File: src/vgafb_pkg.sv
// Purpose: Shared constants and types for the frame-buffer access block
// Assumes: Indexed graphics registers reached through an index/data port
// Notes: Index values are the register numbers seen by software
package vgafb_pkg;
  // Register indexes
  localparam logic [7:0] IDX_SET_RESET = 8'h00;
  localparam logic [7:0] IDX_SR_ENABLE = 8'h01;
  localparam logic [7:0] IDX_COMPARE = 8'h02;
  localparam logic [7:0] IDX_ROTATE = 8'h03;
  localparam logic [7:0] IDX_READ_PLANE = 8'h04;
  localparam logic [7:0] IDX_RW_MODE = 8'h05;
  localparam logic [7:0] IDX_MISC_MAP = 8'h06;
  localparam logic [7:0] IDX_COMPARE_IGNORE = 8'h07;
  localparam logic [7:0] IDX_WRITE_MASK = 8'h08;
  localparam logic [7:0] IDX_EXT_MAPPING = 8'h10;
  localparam logic [7:0] IDX_PAGE_SELECT = 8'h11;
  localparam logic [7:0] IDX_SCRATCH_FIRST = 8'h14;
  localparam logic [7:0] IDX_SCRATCH_LAST = 8'h1f;
  localparam int SCRATCH_COUNT = 12;
  // Reset values
  localparam logic [7:0] RST_ZERO = 8'h00;
  localparam logic [7:0] RST_WRITE_MASK = 8'hff;
  // Field positions
  localparam int RW_ODD_EVEN_BIT = 4;
  localparam int RW_READ_MODE_BIT = 3;
  localparam int MISC_MAP_LSB = 2;
  localparam int MISC_CHAIN_BIT = 1;
  localparam int EXT_PAGE_BIT = 0;
  localparam int EXT_LINEAR_BIT = 1;
  localparam int EXT_PACKED_BIT = 2;
  localparam int EXT_MEMMAP_BIT = 3;
  localparam int EXT_LOCAL_BIT = 4;
  // Reserved-bit read masks
  localparam logic [7:0] RW_MODE_MASK = 8'hfb;
  localparam logic [7:0] LOW_NIBBLE_MASK = 8'h0f;
  localparam logic [7:0] EXT_MAPPING_MASK = 8'h1f;
  // Host windows
  localparam logic [19:0] WIN_A0_BASE = 20'ha0000;
  localparam logic [19:0] WIN_A0_LAST = 20'hbffff;
  localparam logic [19:0] WIN_A0_64K_LAST = 20'haffff;
  localparam logic [19:0] WIN_B0_BASE = 20'hb0000;
  localparam logic [19:0] WIN_B0_LAST = 20'hb7fff;
  localparam logic [19:0] WIN_B8_BASE = 20'hb8000;
  localparam logic [19:0] WIN_B8_LAST = 20'hbffff;

  typedef enum logic [1:0] {
    VGAFB_WM_ROTATE,
    VGAFB_WM_LATCH,
    VGAFB_WM_COLOUR,
    VGAFB_WM_MASKED
  } vgafb_wmode_t;

  typedef enum logic [1:0] {
    VGAFB_ROUTE_NONE,
    VGAFB_ROUTE_PLANAR,
    VGAFB_ROUTE_BYPASS,
    VGAFB_ROUTE_LOCAL
  } vgafb_route_t;

  // Frame-buffer request from the host
  typedef struct packed {
    logic rd;
    logic wr;
    logic [19:0] addr;
    logic [7:0] wdata;
  } vgafb_req_t;

  // Plane-side write
  typedef struct packed {
    logic [3:0] plane_en;
    logic [31:0] data;
  } vgafb_pwr_t;
endpackage

File: src/vgafb_access.sv
// Purpose: Graphics-controller frame-buffer access and address mapping
// Assumes: Host I/O and memory cycles are single-cycle strobes on clk_sys
// Notes: Plane read data arrives in the same cycle as the read strobe
//
// How it works
// - Odd/even mode sends even addresses to planes 0,2, odd to 1,3.
// - Read mode 0 returns the plane chosen by the read plane field; in odd/even, A0 picks the plane within the pair that field selects.
// - Read mode 1 returns per-bit colour match across included planes.
// - Write mode 0 writes rotated data, or set/reset where enabled.
// - Write mode 1 copies the read latches into each plane enabled by the write mask and, in odd/even, by A0.
// - Every planar frame-buffer read reloads the four read latches.
// - Write mode 2 expands the low data nibble as colour under mask.
// - Write mode 3 uses data AND bit mask to write set/reset.
// - Memory map field picks which host window is decoded.
// - Chain odd/even drops A0 and puts a high address bit on top.
// - Colour don't-care bits include planes in the read mode 1 compare.
// - Bit mask zero keeps latch bits in every plane on every write.
// - Paging forms internal address from page bits above host address.
// - Local-memory bit redirects paging only under its enabling modes.
// - Packed mode forces packed-pixel translation, map field picks memory.
// - Zero mapping bits use VGA translation; else only A0 range pages.
// - Legacy accesses need no translation table and never prefetch.
// - Page selector picks a 64KB window and pages register addresses.
// - Indexes 14h to 1Fh are scratch bytes reset to zero.
// - Reserved upper bits of misc and don't-care registers read zero.
`timescale 1ns/1ps
module vgafb_access
#(
  parameter int PLANE_ADDR_W = 16,
  parameter int EXT_ADDR_W = 23
)
(
  input wire logic clk_sys,
  input wire logic srst,
  // Indexed register port
  input wire logic idx_wr,
  input wire logic [7:0] idx_wdata,
  input wire logic data_wr,
  input wire logic data_rd,
  input wire logic [7:0] data_wdata,
  output logic [7:0] data_rdata,
  output logic [7:0] idx_rdata,
  // Host frame-buffer cycles
  input wire vgafb_pkg::vgafb_req_t fb_req,
  output logic fb_hit,
  output logic [7:0] fb_rdata,
  // Four planes behind
  output logic [PLANE_ADDR_W-1:0] plane_addr,
  output logic plane_rd,
  output vgafb_pkg::vgafb_pwr_t plane_wr,
  input wire logic [31:0] plane_rdata,
  // Translated path bypassing the planes
  output logic bypass_valid,
  output logic bypass_wr,
  output logic bypass_local,
  output logic [EXT_ADDR_W-1:0] bypass_addr,
  output logic bypass_prefetch,
  output logic bypass_need_table,
  // Plane write mask from the sequencer
  input wire logic [3:0] plane_write_mask,
  output logic [7:0] mmio_page
);
  //--------------------------------------------------------------
  // Registers
  //--------------------------------------------------------------
  logic [7:0] index_ff;
  logic [7:0] set_reset_value_ff, set_reset_enable_ff, compare_colour_ff;
  logic [7:0] rotate_count_ff, read_plane_choice_ff;
  logic [7:0] rw_mode_reg_ff, misc_map_reg_ff, compare_ignore_reg_ff;
  logic [7:0] write_mask_reg_ff, ext_mapping_reg_ff, page_select_reg_ff;
  logic [7:0] scratch_ff [vgafb_pkg::SCRATCH_COUNT];
  logic [31:0] latch_ff;
  logic [7:0] fb_rdata_ff;
  logic fb_hit_ff;

  wire is_scratch = (index_ff >= vgafb_pkg::IDX_SCRATCH_FIRST)
                    && (index_ff <= vgafb_pkg::IDX_SCRATCH_LAST);
  wire [7:0] scratch_ofs = index_ff - vgafb_pkg::IDX_SCRATCH_FIRST;
  wire [3:0] scratch_sel = scratch_ofs[3:0];

  always_ff @(posedge clk_sys)
  begin
    if (srst)
      index_ff <= vgafb_pkg::RST_ZERO;
    else if (idx_wr)
      index_ff <= idx_wdata;
  end

  always_ff @(posedge clk_sys)
  begin
    if (srst)
    begin
      set_reset_value_ff <= vgafb_pkg::RST_ZERO;
      set_reset_enable_ff <= vgafb_pkg::RST_ZERO;
      compare_colour_ff <= vgafb_pkg::RST_ZERO;
      rotate_count_ff <= vgafb_pkg::RST_ZERO;
      read_plane_choice_ff <= vgafb_pkg::RST_ZERO;
      rw_mode_reg_ff <= vgafb_pkg::RST_ZERO;
      misc_map_reg_ff <= vgafb_pkg::RST_ZERO;
      compare_ignore_reg_ff <= vgafb_pkg::RST_ZERO;
      write_mask_reg_ff <= vgafb_pkg::RST_WRITE_MASK;
      ext_mapping_reg_ff <= vgafb_pkg::RST_ZERO;
      page_select_reg_ff <= vgafb_pkg::RST_ZERO;
    end
    else if (data_wr)
    begin
      case (index_ff)
        vgafb_pkg::IDX_SET_RESET: set_reset_value_ff <= data_wdata;
        vgafb_pkg::IDX_SR_ENABLE: set_reset_enable_ff <= data_wdata;
        vgafb_pkg::IDX_COMPARE: compare_colour_ff <= data_wdata;
        vgafb_pkg::IDX_ROTATE: rotate_count_ff <= data_wdata;
        vgafb_pkg::IDX_READ_PLANE: read_plane_choice_ff <= data_wdata;
        vgafb_pkg::IDX_RW_MODE: rw_mode_reg_ff <= data_wdata;
        vgafb_pkg::IDX_MISC_MAP: misc_map_reg_ff <= data_wdata;
        vgafb_pkg::IDX_COMPARE_IGNORE: compare_ignore_reg_ff <= data_wdata;
        vgafb_pkg::IDX_WRITE_MASK: write_mask_reg_ff <= data_wdata;
        vgafb_pkg::IDX_EXT_MAPPING: ext_mapping_reg_ff <= data_wdata;
        vgafb_pkg::IDX_PAGE_SELECT: page_select_reg_ff <= data_wdata;
        default: ;
      endcase
    end
  end

  // Scratch bytes only store; nothing reads them but software
  always_ff @(posedge clk_sys)
  begin
    for (int i = 0; i < vgafb_pkg::SCRATCH_COUNT; i++)
    begin
      if (srst)
        scratch_ff[i] <= vgafb_pkg::RST_ZERO;
      else if (data_wr && is_scratch && (scratch_sel == 4'(i)))
        scratch_ff[i] <= data_wdata;
    end
  end

  //--------------------------------------------------------------
  // Register read-back
  //--------------------------------------------------------------
  logic [7:0] reg_rd_mux;
  always_comb
  begin
    case (index_ff)
      vgafb_pkg::IDX_SET_RESET: reg_rd_mux = set_reset_value_ff
                                             & vgafb_pkg::LOW_NIBBLE_MASK;
      vgafb_pkg::IDX_SR_ENABLE: reg_rd_mux = set_reset_enable_ff
                                             & vgafb_pkg::LOW_NIBBLE_MASK;
      vgafb_pkg::IDX_COMPARE: reg_rd_mux = compare_colour_ff
                                           & vgafb_pkg::LOW_NIBBLE_MASK;
      vgafb_pkg::IDX_ROTATE: reg_rd_mux = rotate_count_ff;
      vgafb_pkg::IDX_READ_PLANE: reg_rd_mux = read_plane_choice_ff & 8'h03;
      vgafb_pkg::IDX_RW_MODE: reg_rd_mux = rw_mode_reg_ff
                                           & vgafb_pkg::RW_MODE_MASK;
      vgafb_pkg::IDX_MISC_MAP: reg_rd_mux = misc_map_reg_ff
                                 & vgafb_pkg::LOW_NIBBLE_MASK;
      vgafb_pkg::IDX_COMPARE_IGNORE: reg_rd_mux = compare_ignore_reg_ff
                                 & vgafb_pkg::LOW_NIBBLE_MASK;
      vgafb_pkg::IDX_WRITE_MASK: reg_rd_mux = write_mask_reg_ff;
      vgafb_pkg::IDX_EXT_MAPPING: reg_rd_mux = ext_mapping_reg_ff
                                               & vgafb_pkg::EXT_MAPPING_MASK;
      vgafb_pkg::IDX_PAGE_SELECT: reg_rd_mux = page_select_reg_ff;
      default: reg_rd_mux = is_scratch ? scratch_ff[scratch_sel] : 8'h00;
    endcase
  end
  assign data_rdata = reg_rd_mux;
  assign idx_rdata = index_ff;

  //--------------------------------------------------------------
  // Mode fields
  //--------------------------------------------------------------
  wire odd_even = rw_mode_reg_ff[vgafb_pkg::RW_ODD_EVEN_BIT];
  wire read_mode1 = rw_mode_reg_ff[vgafb_pkg::RW_READ_MODE_BIT];
  wire [1:0] wmode = rw_mode_reg_ff[1:0];
  wire [1:0] map_sel = misc_map_reg_ff[vgafb_pkg::MISC_MAP_LSB +: 2];
  wire chain_oe = misc_map_reg_ff[vgafb_pkg::MISC_CHAIN_BIT];
  wire page_on = ext_mapping_reg_ff[vgafb_pkg::EXT_PAGE_BIT];
  wire linear_on = ext_mapping_reg_ff[vgafb_pkg::EXT_LINEAR_BIT];
  wire packed_on = ext_mapping_reg_ff[vgafb_pkg::EXT_PACKED_BIT];
  wire memmap_sel = ext_mapping_reg_ff[vgafb_pkg::EXT_MEMMAP_BIT];
  wire local_on = ext_mapping_reg_ff[vgafb_pkg::EXT_LOCAL_BIT];

  //--------------------------------------------------------------
  // Window decode
  //--------------------------------------------------------------
  wire [19:0] a = fb_req.addr;
  wire in_a0_all = (a >= vgafb_pkg::WIN_A0_BASE)
                   && (a <= vgafb_pkg::WIN_A0_LAST);
  wire in_a0_64k = (a >= vgafb_pkg::WIN_A0_BASE)
                   && (a <= vgafb_pkg::WIN_A0_64K_LAST);
  wire in_b0 = (a >= vgafb_pkg::WIN_B0_BASE) && (a <= vgafb_pkg::WIN_B0_LAST);
  wire in_b8 = (a >= vgafb_pkg::WIN_B8_BASE) && (a <= vgafb_pkg::WIN_B8_LAST);
  logic win_hit;
  always_comb
  begin
    case (map_sel)
      2'h0: win_hit = in_a0_all;
      2'h1: win_hit = in_a0_64k;
      2'h2: win_hit = in_b0;
      2'h3: win_hit = in_b8;
      default: win_hit = 1'b0;
    endcase
  end
  wire access = (fb_req.rd || fb_req.wr) && win_hit;

  //--------------------------------------------------------------
  // Routing: planar, bypass or local memory
  //--------------------------------------------------------------
  wire xlate_std = ({packed_on, linear_on, page_on} == 3'b000);
  wire paged = page_on && (linear_on || packed_on) && in_a0_64k;
  wire to_local = paged && local_on && !memmap_sel;
  vgafb_pkg::vgafb_route_t route;
  always_comb
  begin
    if (!access)
      route = vgafb_pkg::VGAFB_ROUTE_NONE;
    else if (xlate_std)
      route = vgafb_pkg::VGAFB_ROUTE_PLANAR;
    else if (to_local)
      route = vgafb_pkg::VGAFB_ROUTE_LOCAL;
    else
      route = vgafb_pkg::VGAFB_ROUTE_BYPASS;
  end

  // Page bits above host word address; offset from the A0000h base otherwise
  wire [15:0] off16 = a[15:0];
  wire [EXT_ADDR_W-1:0] paged_addr =
    EXT_ADDR_W'({page_select_reg_ff[6:0], off16[15:2], 2'b00})
    | EXT_ADDR_W'(off16[1:0]);
  wire [EXT_ADDR_W-1:0] flat_addr = EXT_ADDR_W'(a - vgafb_pkg::WIN_A0_BASE);
  assign bypass_valid = (route == vgafb_pkg::VGAFB_ROUTE_BYPASS)
                        || (route == vgafb_pkg::VGAFB_ROUTE_LOCAL);
  assign bypass_wr = fb_req.wr;
  assign bypass_local = (route == vgafb_pkg::VGAFB_ROUTE_LOCAL);
  assign bypass_addr = paged ? paged_addr : flat_addr;
  assign bypass_prefetch = 1'b0;
  assign bypass_need_table = 1'b0;
  assign mmio_page = page_select_reg_ff;

  //--------------------------------------------------------------
  // Plane addressing
  //--------------------------------------------------------------
  wire planar = (route == vgafb_pkg::VGAFB_ROUTE_PLANAR);
  wire oe_steer = odd_even || chain_oe;
  // Offset shifted down past A0, with the top bit of the window offset on top
  wire [PLANE_ADDR_W-1:0] chain_addr =
    PLANE_ADDR_W'({flat_addr[16], flat_addr[15:1]});
  assign plane_addr = oe_steer ? chain_addr
                               : PLANE_ADDR_W'(flat_addr[15:0]);
  wire [3:0] oe_planes = a[0] ? 4'b1010 : 4'b0101;
  wire [3:0] planes_sel = oe_steer ? (oe_planes & plane_write_mask)
                                   : plane_write_mask;
  assign plane_rd = planar && fb_req.rd;

  //--------------------------------------------------------------
  // Per-plane datapath
  //--------------------------------------------------------------
  wire [2:0] rot = rotate_count_ff[2:0];
  wire [15:0] rot_dbl = {fb_req.wdata, fb_req.wdata} >> rot;
  wire [7:0] rotated = rot_dbl[7:0];
  wire [31:0] wr_bytes;
  wire [31:0] cmp_bytes;

  for (genvar p = 0; p < 4; p++)
  begin : g_plane
    vgafb_plane_lane u_lane (
      .wmode(wmode),
      .rotated(rotated),
      .bit_mask(write_mask_reg_ff),
      .host_data(fb_req.wdata),
      .colour_bit(fb_req.wdata[p]),
      .sr_value(set_reset_value_ff[p]),
      .sr_enable(set_reset_enable_ff[p]),
      .latch(latch_ff[8*p +: 8]),
      .plane_byte(plane_rdata[8*p +: 8]),
      .cmp_colour(compare_colour_ff[p]),
      .cmp_include(compare_ignore_reg_ff[p]),
      .wr_byte(wr_bytes[8*p +: 8]),
      .cmp_match(cmp_bytes[8*p +: 8])
    );
  end

  assign plane_wr.plane_en = (planar && fb_req.wr) ? planes_sel : 4'h0;
  assign plane_wr.data = wr_bytes;

  // In odd/even the read plane follows A0 within the chosen pair
  wire [1:0] rd_plane = oe_steer
    ? {read_plane_choice_ff[1], a[0]} : read_plane_choice_ff[1:0];
  wire [7:0] mode0_byte = plane_rdata[8*rd_plane +: 8];
  wire [7:0] mode1_byte = cmp_bytes[7:0] & cmp_bytes[15:8]
                          & cmp_bytes[23:16] & cmp_bytes[31:24];
  wire [7:0] rd_result = read_mode1 ? mode1_byte : mode0_byte;

  always_ff @(posedge clk_sys)
  begin
    if (srst)
      latch_ff <= 32'h0;
    else if (plane_rd)
      latch_ff <= plane_rdata;
  end

  always_ff @(posedge clk_sys)
  begin
    if (srst)
    begin
      fb_rdata_ff <= 8'h00;
      fb_hit_ff <= 1'b0;
    end
    else
    begin
      fb_rdata_ff <= plane_rd ? rd_result : fb_rdata_ff;
      fb_hit_ff <= access;
    end
  end
  assign fb_rdata = fb_rdata_ff;
  assign fb_hit = fb_hit_ff;
endmodule

File: src/vgafb_plane_lane.sv
// Purpose: Write-data and compare path for one memory plane
// Assumes: Mode decode done by the caller
// Notes: Instantiated once per plane
`timescale 1ns/1ps
module vgafb_plane_lane
(
  input wire logic [1:0] wmode,
  input wire logic [7:0] rotated,
  input wire logic [7:0] bit_mask,
  input wire logic [7:0] host_data,
  input wire logic colour_bit,
  input wire logic sr_value,
  input wire logic sr_enable,
  input wire logic [7:0] latch,
  input wire logic [7:0] plane_byte,
  input wire logic cmp_colour,
  input wire logic cmp_include,
  output logic [7:0] wr_byte,
  output logic [7:0] cmp_match
);
  wire [7:0] sr_byte = {8{sr_value}};
  wire [7:0] wm0_src = sr_enable ? sr_byte : rotated;
  wire [7:0] wm3_mask = host_data & bit_mask;

  always_comb
  begin
    case (wmode)
      2'h0: wr_byte = (wm0_src & bit_mask) | (latch & ~bit_mask);
      2'h1: wr_byte = latch;
      2'h2: wr_byte = ({8{colour_bit}} & bit_mask)
                      | (latch & ~bit_mask);
      2'h3: wr_byte = (sr_byte & wm3_mask) | (latch & ~wm3_mask);
      default: wr_byte = latch;
    endcase
  end

  // Excluded planes always match
  assign cmp_match = cmp_include ? ~(plane_byte ^ {8{cmp_colour}})
                                 : 8'hff;
endmodule

File: config.mk
export PLATFORM = sky130hd
export DESIGN_NAME = vgafb_access
export DESIGN_NICKNAME = d
export VERILOG_FILES = /design/src/vgafb_pkg.sv /design/src/vgafb_access.sv /design/src/vgafb_plane_lane.sv
export SDC_FILE = /design/constraint.sdc
export NUM_CORES = 1
export LEC_CHECK = 0
export BUFFER_PORTS_ARGS = -buffer_cell sky130_fd_sc_hd__buf_2
export CAP_MARGIN = 20
export CORE_UTILIZATION = 62
export DETAILED_ROUTE_END_ITERATION = 16
export PLACE_DENSITY = 0.88
export SYNTH_ARGS = -nofsm -noshare
export SYNTH_HDL_FRONTEND = slang
export SYNTH_SLANG_ARGS = --single-unit
File: constraint.sdc
create_clock -name clk_sys -period 6.2 [get_ports clk_sys]
set_clock_uncertainty 0.1 [all_clocks]
set_input_delay 0.31 -clock clk_sys [delete_from_list [all_inputs] [get_ports clk_sys]]
set_output_delay 0.31 -clock clk_sys [all_outputs]
set_load 0.01 [all_outputs]
==> reports/qor.yml <==
dieArea_sq_um: 19800
critPathLaunch: "idx_rdata[1]"
crit_cells: 7
dpl.hpwl_microns: 25800
slew_headroom_pct: 25.3
critPathLaunchType: "flop"
clock_path_buffers: 3
final_util_pct: 73.1
fin_crit_sh_pct: 66.3
firstDrtPassIters: 8
layout_commonest_cell: "buf_2"
drive_gt1_share_pct: 22.1
place_ws_ns: 2.80
numCtsBuffers: 22
power.total_mw: 3.27
slowest_stage: "dfxtp_1"
grt_usage_pct: 38.8
antenna_found_initial: 2
crit_buf_inv: 2
synth-edff-count: 96
crit_end: "data_rdata[0]"
cp_top_family: "flip-flops"
critical_path.cell_chain: "buf_4, nand2_1, and2b_1, o2bb2ai_1, a211oi_1, o2111ai_1, buf_2"
cp_slowest_stage_delay_ns: 1.05
ys_warn_count: 0
share_comb_of_total_power_pct: 13.3
die_h_microns: 141
clk_latency_ns: 0.52
io_buffers: 197
grt-ovfl-total: 0
rr_startpoint: "idx_rdata[1]"
swShare_pct: 26.4
rr_endpoint: "rotate_count_ff[6]"
p_per_area_nw_per_um2: 239
layout_setup_ws_ns: 2.09
coreArea_sq_um: 18800
syn_area_sq_um: 11900
num_vias: 11354
tritoncts: "built"
rr_worst_depth: 6
syn_to_final_growth_pct: 15.0
syn_inst: 1268
cp_max_fo: 24
rsz0062_at_grt: "false"
synthArstFlopShare_pct: 0
synth-seq-area-share_pct: 42.1
drtIter0Drc: 1911
grt_max_degree: 75
power_frac_seq_pct: 45.4
power.switching_uw: 863
crit_arrival_ns: 3.70
final.min_clock_period_ns: 4.11
fp.dieW_microns: 141
io_pins: 201
hp-class: "primary input to flop"
cap_violations: 0
drtAntennaViolNets: 0
place_inst: 1581
cts.sinks: 203
wl_microns: 39100
crit_type: "flop to output port"
cts_max_level: 1
grt_pass1_vias: 10548
cp_data_required_time_ns: 5.79
wl_per_cell_microns: 23.7
end_kind: "output port"
clk_pin_slew_ns: 0.06
syn_avg_cell_area_sq_um: 9.41
gp_congestion: 0.992
nNetsFinal: 1498
ys_ff_latch: 203
setup_tns_ns: 0
max_freq_mhz: 243
finalNonFillerCells: 1652
p_leak_nw: 5.49
ys.flop_type: "dfxtp_1"
status: "finished clean"
finalSetupViolCount: 0
worstHoldPathCells: 3
drc_errors: 0
tightestPinTransition_ns: 1.12
cts-root-buf: "clkbuf_16"
cts_resized: 0
p_int_mw: 2.41
grt_pass1_wl_microns: 58900
r2r_slack_ns: 2.78
fill_cells: 1293
viasPerCell: 6.87
initial_utilization_pct: 63.6
final_cell_mix: "196 x buf_2, 114 x nand2_1, 106 x dfxtp_1"
drv_slew: 0
vdd_drop_max_mv: 0.207
p_clk_share_pct: 41.3
fp-row-count: 50
hold_violations: 0
yosysUniqueCellTypes: 61
## cell usage after synthesis, types with 2 or more instances
master     number  area, sq um
nor4_1          4         25.0
nor3_2          9         90.1
nand3_1        85          425
nand4_1        11         68.8
nor2_1         49          184
buf_2          13         65.1
o2111ai_1       3         26.3
o211ai_1        6         45.0
o21ai_0       103          515
nor2b_1         8         50.1
buf_4          26          195
a222oi_1        3         30.0
clkbuf_1       82          308
a31oi_1        31          194
a22oi_1        34          255
nor4_2          2         25.0
and3_1          3         18.8
nand2b_1        3         18.8
ha_1           11          138
o21bai_1       12         90.1
mux4_2         32          721
nand3b_1        8         60.1
buf_1           5         18.8
a211o_1         5         43.8
o21ai_1         3         15.0
inv_1          13         48.8
nor3_1         10         50.1
a21o_1          3         22.5
dfxtp_1       107         2140
a221oi_1        9         78.8
a211oi_1        2         15.0
mux2i_1        51          510
edfxtp_1       96         2880
and2_1        104          651
a21boi_0       16          120
mux2_2         20          225
nand2_1       114          428
xor2_1         32          280
o22ai_1        26          163
buf_6           2         22.5
o21a_1          3         22.5
nor3b_1         4         30.0
a21oi_1        87          435
## per-layer routing
metal | share of wire [%] | GRT usage, % | wire [microns]
met1 | 38 | 51.7 | 14700
met2 | 44 | 60.1 | 17300
met3 | 13 | 9.31 | 5210
met4 | 4.9 | 18.0 | 1920
met5 | 0.033 | 0 | 13
## through the flow
step	instance area, sq um	hold WS, ns
2_1_floorplan	11900	0.333
3_3_place_gp	12700	0.342
3_5_place_dp	12700	0.347
4_1_cts	13700	0.000688
5_1_grt	13700	0.0119
6_report	13700	0.00626
## state kept, by name, summed over array words and instances (netlist names)
| register | count |
|---|---|
| scratch_ff | 96 |
| set_reset_enable_ff | 4 |
| ext_mapping_reg_ff | 5 |
| set_reset_value_ff | 4 |
| write_mask_reg_ff | 8 |
| fb_hit | 1 |
| compare_ignore_reg_ff | 4 |
| compare_colour_ff | 4 |
| fb_rdata | 8 |
| misc_map_reg_ff | 4 |
| mmio_page | 8 |
| latch_ff | 32 |
| idx_rdata | 8 |
| rotate_count_ff | 8 |
| rw_mode_reg_ff | 7 |
| read_plane_choice_ff | 2 |
## layout make-up
cell class	instances	area, sq um	share of cell area, %
diodes	2	5.00	0.0365
multi-input cells	924	6260	45.6
clock buffers	36	687	5.00
clock inverters	4	60.1	0.438
well taps	234	293	2.13
repair buffers	235	1350	9.81
flip-flops and latches	203	5030	36.6
inverters	14	52.6	0.383
## worst reg2reg max path, cell delays in order, from the launching register on
cell	delay, ns
dfxtp_1	1.05
buf_4	0.45
nand2_1	0.31
and2b_1	0.68
nand2_1	0.41
nand2_1	0.19
a21oi_1	0.09
## worst min path at each step
stage | from | endpoint | slack (ns)
after CTS | plane_rdata[4] | latch_ff[4] | 0.0007
after global placement | rw_mode_reg_ff[7] | rw_mode_reg_ff[7] | 0.34
after floorplan | rotate_count_ff[3] | rotate_count_ff[3] | 0.33
final | plane_rdata[29] | latch_ff[29] | 0.006
after global routing | plane_rdata[4] | latch_ff[4] | 0.01
after detailed placement | rw_mode_reg_ff[5] | rw_mode_reg_ff[5] | 0.35
## logic make-up after synthesis
kind of cell    count (synthesis)  synth area share [%]
fa+ha+maj                      11                  1.15
xor+xnor                       32                  2.35
compound gates                353                  17.9
other cells                     1                0.0314
buf+inv                       142                  5.55
simple gates                  422                  18.6
mux                           104                  12.3
flops                         203                  42.1
## timing repair
action | CTS | global route
setup buffers | 0 | 0
hold buffers | 29 | 0
endpoints found under the hold margin | 29 | 0
## power groups by stage
stage	clock network (mW)	registers [mW]	logic, mW
2_1_floorplan	0	1.49	0.268
4_1_cts	1.34	1.48	0.422
5_1_grt	1.39	1.49	0.462
3_3_place_gp	0	1.51	0.395
3_5_place_dp	0	1.51	0.404
6_report	1.35	1.49	0.437
Power figures use the tool's default switching activity.
